## src/event_sel_pkg.sv

```systemverilog
// register map, field layout and reset mappings of the event selector
`default_nettype none
package event_sel_pkg;
	localparam int ADDR_W     = 32;
	localparam int DATA_W     = 32;
	localparam int INT_SEL_W  = 5;
	localparam int XFER_SEL_W = 6;
	localparam int INT_LINES  = 16;
	localparam int INT_MAPPED = 12;
	localparam int INT_PER_REG = 6;
	localparam int XFER_CHANS = 16;
	localparam int XFER_MAPPED = 12;
	localparam int XFER_PER_REG = 4;
	localparam int XFER_FIELD_STRIDE = 8;
	localparam int GPIO_PINS  = 16;
	localparam int EXT_IRQS   = 4;
	localparam int EXT_PIN_LSB = 4;
	localparam int CHAIN_CHANS = 4;
	// meta, sync and history stages that must fill before edges count
	localparam int PIN_FILL_W  = 3;

	localparam logic [ADDR_W-1:0] INT_SEL_HIGH_ADDR  = 32'h019C_0000;
	localparam logic [ADDR_W-1:0] INT_SEL_LOW_ADDR   = 32'h019C_0004;
	localparam logic [ADDR_W-1:0] EXT_POL_ADDR       = 32'h019C_0008;
	localparam logic [ADDR_W-1:0] GPIO_COMB_EN_ADDR  = 32'h019C_000C;
	localparam logic [ADDR_W-1:0] PIN_LEVEL_ADDR     = 32'h019C_0010;
	localparam logic [ADDR_W-1:0] XFER_SEL_A_ADDR    = 32'h01A0_FF00;
	localparam logic [ADDR_W-1:0] XFER_SEL_B_ADDR    = 32'h01A0_FF04;
	localparam logic [ADDR_W-1:0] XFER_SEL_D_ADDR    = 32'h01A0_FF0C;

	// lsb of each line field inside its selector word
	localparam int INT_FIELD_LSB [INT_PER_REG] = '{0, 5, 10, 16, 21, 26};

	// defaults for lines 4..15 in order
	localparam logic [INT_SEL_W-1:0] INT_SEL_DEFAULT [INT_MAPPED] = '{
		5'h04, 5'h05, 5'h06, 5'h07, 5'h08, 5'h09,
		5'h03, 5'h0A, 5'h0B, 5'h00, 5'h01, 5'h02};

	// channel served by each mappable field; reset code equals channel
	localparam int XFER_CHANNEL [XFER_MAPPED] = '{
		0, 1, 2, 3, 4, 5, 6, 7, 12, 13, 14, 15};
	localparam logic [ADDR_W-1:0] XFER_ADDR [XFER_MAPPED/XFER_PER_REG] = '{
		XFER_SEL_A_ADDR, XFER_SEL_B_ADDR, XFER_SEL_D_ADDR};

	localparam logic [EXT_IRQS-1:0]  EXT_POL_RESET     = 4'h0;
	localparam logic [GPIO_PINS-1:0] GPIO_COMB_EN_RESET = 16'h0000;
endpackage
`default_nettype wire

```

## src/event_interrupt_selector.sv

```systemverilog
// interrupt selector and transfer event selector with register port
//
// How it works
// RL1: sixteen prioritized lines, line 0 reset
// RL2: lines 0-3 fixed, no selector field
// RL3: lines 4-15 from resettable selector fields
// RL4: two selector words at printed addresses
// RL5: low word fields lines 4-9, defaults
// RL6: high word fields lines 10-15, defaults
// RL7: low interrupt codes decode to listed sources
// RL8: upper codes: combined pin, two-wire, audio
// RL9: pins 4-7 edge events, polarity bits 3:0
// RL10: software enables pins 4-7 as inputs first
// RL11: all sixteen pins feed combined event
// RL12: sixteen channels, 8-11 chaining, unmapped
// RL13: three transfer selector words at addresses
// RL14: four 6-bit fields, default channel number
// RL15: channels 12-15 default serial sync codes
// RL16: low transfer codes decode as listed
// RL17: audio codes six events per port
// RL18: two-wire sync and pins 8-15 codes
// RL19: reserved transfer codes select nothing
// RL20: written code routes event to channel
// RL21: transfer reserved bits read zero
// RL22: reserved codes inactive; bits 15,31 zero
`default_nettype none
module event_interrupt_selector (
	input  wire logic                              mclk,           // clock
	input  wire logic                              rst_n,          // sync reset
	input  wire logic [event_sel_pkg::ADDR_W-1:0]  busAddr,        // byte address
	input  wire logic [event_sel_pkg::DATA_W-1:0]  busWrData,      // write data
	input  wire logic                              busWrEn,        // write strobe
	input  wire logic                              busRdEn,        // read strobe
	output logic      [event_sel_pkg::DATA_W-1:0]  busRdData,      // read data
	input  wire logic                              resetReq,       // line 0 source
	input  wire logic                              nmiReq,         // line 1 source
	input  wire logic                              hostPortEvent,  // host port
	input  wire logic                              timerAEvent,    // timer 0
	input  wire logic                              timerBEvent,    // timer 1
	input  wire logic                              memifEvent,     // memory if
	input  wire logic                              xferEngineIrq,  // engine done
	input  wire logic                              emulDmaEvent,   // emulation
	input  wire logic                              emulRxEvent,    // emulation
	input  wire logic                              emulTxEvent,    // emulation
	input  wire logic [3:0]                        serportIrq,     // atx arx btx brx
	input  wire logic [3:0]                        serportSync,    // atx arx btx brx
	input  wire logic [1:0]                        twowireIrq,     // a, b
	input  wire logic [3:0]                        twowireSync,    // arx atx brx btx
	input  wire logic [3:0]                        audioIrq,       // atx arx btx brx
	input  wire logic [11:0]                       audioSync,      // six per port
	input  wire logic [event_sel_pkg::GPIO_PINS-1:0] gpioPin,      // async pins
	input  wire logic [event_sel_pkg::CHAIN_CHANS-1:0] chainTrigger, // ch 8-11
	output logic      [event_sel_pkg::INT_LINES-1:0] cpuIrq,       // to core
	output logic      [event_sel_pkg::XFER_CHANS-1:0] xferTrigger  // to engine
);
	import event_sel_pkg::*;

	logic [GPIO_PINS-1:0]  pinMeta;
	logic [GPIO_PINS-1:0]  pinSync;
	logic [GPIO_PINS-1:0]  pinPrev;
	logic [GPIO_PINS-1:0]  pinEvt;
	logic [PIN_FILL_W-1:0] pinFill_reg;
	logic                  wrIntLow;
	logic                  wrIntHigh;
	logic                  wrExtPol;
	logic                  wrCombEn;
	logic [XFER_MAPPED/XFER_PER_REG-1:0] wrXferWord;
	logic [EXT_IRQS-1:0]   ext_irq_polarity_reg;
	logic [GPIO_PINS-1:0]  combEn_reg;
	logic                  gpioCombined;
	logic [31:0]           intSrc;
	logic [63:0]           xferSrc;
	logic [INT_SEL_W-1:0]  intSel [INT_MAPPED];
	logic [XFER_SEL_W-1:0] xferSel [XFER_MAPPED];
	logic [INT_MAPPED-1:0] intLine_reg;
	logic [XFER_MAPPED-1:0] chanTrig_reg;
	logic [3:0]            fixedLine_reg;
	logic [CHAIN_CHANS-1:0] chain_reg;
	logic [DATA_W-1:0]     intLowWord;
	logic [DATA_W-1:0]     intHighWord;
	logic [DATA_W-1:0]     xferWord [XFER_MAPPED/XFER_PER_REG];
	logic [DATA_W-1:0]     busRdData_next;

	// pins are asynchronous; only the second and third stages feed the edge logic
	always_ff @(posedge mclk) begin
		if (!rst_n) begin
			pinMeta <= '0;
			pinSync <= '0;
			pinPrev <= '0;
		end else begin
			pinMeta <= gpioPin;
			pinSync <= pinMeta;
			pinPrev <= pinSync;
		end
	end

	// the stages leave reset at zero; a pin idling high would look like
	// a rising edge until the history flop holds a real sample
	always_ff @(posedge mclk) begin
		if (!rst_n) begin
			pinFill_reg <= '0;
		end else begin
			pinFill_reg <= {pinFill_reg[PIN_FILL_W-2:0], 1'b1};
		end
	end

	// one hit per register; exact address match, other writes are dropped
	always_comb begin
		wrIntLow  = busWrEn && (busAddr == INT_SEL_LOW_ADDR);
		wrIntHigh = busWrEn && (busAddr == INT_SEL_HIGH_ADDR);
		wrExtPol  = busWrEn && (busAddr == EXT_POL_ADDR);
		wrCombEn  = busWrEn && (busAddr == GPIO_COMB_EN_ADDR);
		for (int r = 0; r < XFER_MAPPED/XFER_PER_REG; r++) begin
			wrXferWord[r] = busWrEn && (busAddr == XFER_ADDR[r]);
		end
	end

	// external polarity: 0 rising edge, 1 falling edge
	always_comb begin
		pinEvt = pinSync & ~pinPrev;
		for (int p = 0; p < EXT_IRQS; p++) begin
			if (ext_irq_polarity_reg[p]) begin
				pinEvt[EXT_PIN_LSB+p] = ~pinSync[EXT_PIN_LSB+p] & // RL9
					pinPrev[EXT_PIN_LSB+p];
			end
		end
		if (!pinFill_reg[PIN_FILL_W-1]) begin
			pinEvt = '0;
		end
	end

	// any enabled pin may raise the combined event
	assign gpioCombined = |(pinEvt & combEn_reg); // RL11

	always_ff @(posedge mclk) begin
		if (!rst_n) begin
			ext_irq_polarity_reg <= EXT_POL_RESET;
		end else if (wrExtPol) begin
			ext_irq_polarity_reg <= busWrData[EXT_IRQS-1:0]; // RL9
		end
	end

	always_ff @(posedge mclk) begin
		if (!rst_n) begin
			combEn_reg <= GPIO_COMB_EN_RESET;
		end else if (wrCombEn) begin
			combEn_reg <= busWrData[GPIO_PINS-1:0];
		end
	end

	// index equals selector code; reserved codes are tied inactive
	assign intSrc = {
		audioIrq,                                   // RL8
		4'h0,                                       // RL22
		twowireIrq,                                 // RL8
		5'h00,                                      // RL22
		gpioCombined,                               // RL8
		serportIrq,                                 // RL7
		emulTxEvent, emulRxEvent, emulDmaEvent,     // RL7
		xferEngineIrq,                              // RL7
		pinEvt[7:4],                                // RL7
		memifEvent, timerBEvent, timerAEvent, hostPortEvent}; // RL7

	assign xferSrc = {
		8'h00,                                      // RL19
		pinEvt[15:8],                               // RL18
		twowireSync,                                // RL18
		audioSync,                                  // RL17
		16'h0000,                                   // RL19
		serportSync,                                // RL16
		pinEvt[3:0],                                // RL16
		pinEvt[7:4],                                // RL16
		memifEvent, timerBEvent, timerAEvent, hostPortEvent}; // RL16

	// fixed lines 0-1 pass straight through, one register stage like the rest; lines 2-3 stay zero
	always_ff @(posedge mclk) begin
		if (!rst_n) begin
			fixedLine_reg <= 4'h0;
		end else begin
			fixedLine_reg <= {2'b00, nmiReq, resetReq}; // RL2
		end
	end

	always_ff @(posedge mclk) begin
		if (!rst_n) begin
			chain_reg <= '0;
		end else begin
			chain_reg <= chainTrigger; // RL12
		end
	end

	genvar g;
	generate
		for (g = 0; g < INT_MAPPED; g++) begin : gIntLine
			localparam int LSB = INT_FIELD_LSB[g % INT_PER_REG];
			logic wrHit;
			assign wrHit = (g < INT_PER_REG) ? wrIntLow : wrIntHigh;
			always_ff @(posedge mclk) begin
				if (!rst_n) begin
					intSel[g] <= INT_SEL_DEFAULT[g]; // RL3
				end else if (wrHit) begin
					intSel[g] <= busWrData[LSB +: INT_SEL_W]; // RL4
				end
			end
			always_ff @(posedge mclk) begin
				if (!rst_n) begin
					intLine_reg[g] <= 1'b0;
				end else begin
					intLine_reg[g] <= intSrc[intSel[g]]; // RL3
				end
			end
		end

		for (g = 0; g < XFER_MAPPED; g++) begin : gXferChan
			localparam int LSB = (g % XFER_PER_REG) * XFER_FIELD_STRIDE;
			localparam logic [XFER_SEL_W-1:0] RESET_CODE =
				XFER_SEL_W'(XFER_CHANNEL[g]);
			logic wrHit;
			assign wrHit = wrXferWord[g / XFER_PER_REG];
			always_ff @(posedge mclk) begin
				if (!rst_n) begin
					xferSel[g] <= RESET_CODE; // RL14 RL15
				end else if (wrHit) begin
					xferSel[g] <= busWrData[LSB +: XFER_SEL_W]; // RL13
				end
			end
			always_ff @(posedge mclk) begin
				if (!rst_n) begin
					chanTrig_reg[g] <= 1'b0;
				end else begin
					chanTrig_reg[g] <= xferSrc[xferSel[g]]; // RL20
				end
			end
		end
	endgenerate

	// line 0 is the highest priority; the core resolves priority by index
	assign cpuIrq = {intLine_reg, fixedLine_reg}; // RL1

	// channels 8-11 have no field and only carry the chain completions
	assign xferTrigger = {chanTrig_reg[XFER_MAPPED-1:8], chain_reg,
		chanTrig_reg[7:0]}; // RL12

	// assemble readback words; unused and reserved bits stay zero
	always_comb begin
		intLowWord  = '0;
		intHighWord = '0;
		for (int i = 0; i < INT_PER_REG; i++) begin
			intLowWord[INT_FIELD_LSB[i] +: INT_SEL_W]  = intSel[i]; // RL5
			intHighWord[INT_FIELD_LSB[i] +: INT_SEL_W] =
				intSel[i+INT_PER_REG]; // RL6
		end
	end

	always_comb begin
		for (int r = 0; r < XFER_MAPPED/XFER_PER_REG; r++) begin
			xferWord[r] = '0; // RL21
			for (int f = 0; f < XFER_PER_REG; f++) begin
				xferWord[r][f*XFER_FIELD_STRIDE +: XFER_SEL_W] =
					xferSel[r*XFER_PER_REG+f];
			end
		end
	end

	always_comb begin
		busRdData_next = '0;
		unique case (busAddr)
			INT_SEL_HIGH_ADDR: busRdData_next = intHighWord; // RL22
			INT_SEL_LOW_ADDR:  busRdData_next = intLowWord;
			EXT_POL_ADDR:      busRdData_next[EXT_IRQS-1:0] = ext_irq_polarity_reg;
			GPIO_COMB_EN_ADDR: busRdData_next[GPIO_PINS-1:0] = combEn_reg;
			PIN_LEVEL_ADDR:    busRdData_next[GPIO_PINS-1:0] = pinSync;
			XFER_SEL_A_ADDR:   busRdData_next = xferWord[0];
			XFER_SEL_B_ADDR:   busRdData_next = xferWord[1];
			XFER_SEL_D_ADDR:   busRdData_next = xferWord[2];
			default:           busRdData_next = '0;
		endcase
	end

	// data is held only in the cycle after the strobe, zero otherwise
	always_ff @(posedge mclk) begin
		if (!rst_n) begin
			busRdData <= '0;
		end else if (busRdEn) begin
			busRdData <= busRdData_next;
		end else begin
			busRdData <= '0;
		end
	end
endmodule
`default_nettype wire

```

## config.mk

```make
export PLATFORM = sky130hd
export DESIGN_NAME = event_interrupt_selector
export DESIGN_NICKNAME = d
export VERILOG_FILES = /design/src/event_sel_pkg.sv /design/src/event_interrupt_selector.sv
export SDC_FILE = /design/constraint.sdc
export NUM_CORES = 1
export LEC_CHECK = 0
export BUFFER_PORTS_ARGS = -buffer_cell sky130_fd_sc_hd__buf_4
export CORE_MARGIN = 5
export CORE_UTILIZATION = 60
export DETAILED_ROUTE_END_ITERATION = 16
export PLACE_DENSITY = 0.91
export SETUP_SLACK_MARGIN = 0.3
export SLEW_MARGIN = 10
export SYNTH_ARGS = -nofsm -noshare
export SYNTH_HDL_FRONTEND = slang
export SYNTH_SLANG_ARGS = --single-unit
```

## constraint.sdc

```tcl
create_clock -name mclk -period 5.9 [get_ports mclk]
set_input_delay 0.295 -clock mclk [delete_from_list [all_inputs] [get_ports mclk]]
set_output_delay 0.295 -clock mclk [all_outputs]
set_load 0.02 [all_outputs]
```

==> metrics.txt <==
Hold Vio Cnt, Final=0; crit end category=register; drt pass-1 iters=12; Max Slew Vio Count=0; Ys Warns=0; worst-path cell chain=buf_4 > or4_4 > nor4_4 > nand2_2 > nor2_1 > nand2_1 > nand2_1 > buf_4; Max IR drop VDD=slightly below 0.0003 V; Critical Path Sink=intSel[0][13]; GR Util All Layers=0.364; Rows=62; Clock Latency Late Sink=0.57 ns; maximum clock frequency=0.297 GHz; largest net degree at the start of global routing=65; initial drt markers=2720; Seq cells post-synth=264; Synth Instances=roughly 1.5k; status=complete, no violations; Post-Route Setup TNS=0 ns; Worst R2R Setup Slack=~2.8 ns; Post-CTS Resized=0; Syn Area/Cell=11.3 um^2; slew at the pin with the worst max-slew slack=1.26 ns; final setup violation count=0; Area contributors post-synth=edfxtp_1 23%, mux4_2 22%, dfxtp_1 15%, and2_1 5.5%, mux2i_1 3.0%; worst r2r dst=cpuIrq[5]; layout cells sized above 1=0.297; drt drc=0; biggest regs=xferSel (72), intSel (60), busRdData (31); Flop pwr share=0.466; Largest Register=xferSel; post-synth top area share=0.231; hpwl dp=slightly below 40000 um; max reg flops=72; max incr delay on CP=0.94 ns; min cycle time layout=3.37 ns; first-pass GRT wire length=88100 um; die area=between 30000 and 40000 um^2; clock buffer depth=3; slew margin rel.=0.161; Post-Route WL=a little under 60000 um; TritonCTS buffer count=29; cell depth of the worst flop-to-flop path=7; DR vias/cell=approximately 7.5; Critical R2R Launch=pinFill_reg[2]; worst path buffer plus inverter count=2; synthesized area=17200 um^2; slowest stage cell on the critical path=nor2_1; ANT cells=0; CTS sink cnt=264; Die Height=179 um; library cells used by synthesis=68; leak pwr=slightly above 7 nW; fin crit share=0.571; routability congestion estimate=0.970; Starting Density=0.603; core box area=between 20000 and 30000 um^2; Post-synth top cells=167 x mux4_2, 151 x and2_1, 132 x dfxtp_1, 132 x edfxtp_1, 131 x clkbuf_1; I/O pin count=192; Crit path arrival time=3.59 ns; number of global-route vias before repair=14.8k; crit path launch type=primary input; CTS H-tree depth=1; GRT overflow=0; CTS tree=done; number of flops mapped to enable cells by yosys=between 100 and 150; critical path's top delay family=simple AND/OR/NAND/NOR gates; crit-path max FO=18; post-synthesis sequential area ratio=0.385; Most used DFF post-synth=edfxtp_1; root buffer cell=clkbuf_16; RSZ-0062 raised after global routing=false; Die Wd=179 um; Worst-path clk slew=0.06 ns; CP startpoint=busAddr[7]; most instantiated library cell after synthesis=mux4_2; number of I/O port buffers=187; Setup Crit Path Kind=primary input to register; Sw Share=0.268; Post-synth ARST share=0; switching pwr=roughly 1.2 mW; PD cells=roughly 230 nW/um^2; hold slack final=0.0166 ns; Nets=1734; clock skew=0.0341 ns; Max Cap Viol=0; Synth area leader=edfxtp_1; vias=15.1k; total stage count of the critical path=8; Clk network pwr share=0.389; antenna violations before repair=0; Internal Dissipation=about 3.4 mW; P&R area growth vs syn=14.5%; HP Class=primary input to register; Worst EP required=6.12 ns; DRT antenna net count=0; combinational share of power=0.145; WL/cell=29.7 um
## power by group through the flow
stage                     clock, mW  sequential, mW  combinational (mW)
final                          1.80            2.15               0.667
after global routing           1.87            2.16               0.690
after CTS                      1.79            2.14               0.644
after detailed placement          0            2.18               0.628
after global placement            0            2.17               0.611
after floorplan                   0            2.10               0.459
## worst min-delay path by stage
stage / start / to / slack [ns] / cells after the start
after global routing: busWrData[6] / intSel[1][16] / 0.03 / 2
after global placement: pinFill_reg[0] / pinFill_reg[1] / 0.41 / 1
final: busWrData[7] / combEn_reg[7] / 0.02 / 3
after detailed placement: pinMeta[14] / pinSync[14] / 0.42 / 1
after floorplan: rst_n / pinFill_reg[0] / 0.32 / 0
after CTS: busWrData[7] / combEn_reg[7] / 0.008 / 3
## metrics by stage
stage	util	setup WS, ns	total power [mW]	cell area [um^2]	cells
2_1_floorplan	-	1.98	2.55	17200	1527
3_3_place_gp	0.650	2.25	2.79	18500	1937
3_5_place_dp	0.650	2.11	2.81	18500	1937
4_1_cts	0.690	2.63	4.58	19600	2011
5_1_grt	0.690	2.40	4.72	19600	2011
6_report	0.690	2.53	4.62	19600	2011
## area by class of cell
| type | instances | area, um^2 |
|---|---|---|
| inverters | 22 | 82.6 |
| well taps | 384 | 480 |
| fillers | 2012 | 8830 |
| clock inverters | 16 | 144 |
| repair buffers | 229 | 1770 |
| flip-flops and latches | 264 | 6610 |
| clock buffers | 36 | 783 |
| multi-input cells | 1060 | 9770 |
## per-layer routing
layer	share of wire	vias up	global-route usage	routed length, um
met3	0.16	403	0.101	9450
met2	0.45	1614	0.569	26700
met4	0.080	0	0.208	4760
met1	0.31	7046	0.457	18700
li1	-	6009	-	-
met5	0	-	0	0
## logic make-up after synthesis
logic type      share of synthesized area
compound gates                      0.115
buf+inv                            0.0488
flops                               0.385
mux                                 0.277
other cells                      0.000219
simple gates                        0.174
## placed cells by master, fill, tap and decap left out, types with 13 or more instances in the layout
master / count
a22oi_1: 24
nand2b_1: 49
nor2b_1: 27
nand3b_1: 16
o211ai_1: 15
clkbuf_16: 30
nor4_1: 16
a21oi_1: 55
nor2_1: 81
a41oi_1: 13
nand2_1: 83
dfxtp_1: 132
o21ai_0: 21
mux2_2: 43
buf_4: 207
nor3_1: 19
a22o_1: 35
and2_1: 151
edfxtp_1: 132
a222oi_1: 17
inv_1: 22
mux4_2: 167
mux2i_1: 51
dlygate4sd3_1: 22
nand3_1: 31
## worst min-delay path: stages
cell	delay, ns
buf_4	0.09
mux2i_1	0.06
nor2_1	0.08
## what timing repair did
| action | 4_1_cts | 5_1_grt |
|---|---|---|
| hold buffers | 22 | 0 |
| endpoints found under the setup margin | 0 | 0 |
| hold endpoints to repair | 22 | 0 |
| buffers inserted | 0 | 0 |
(Power assumes the default switching activity.)
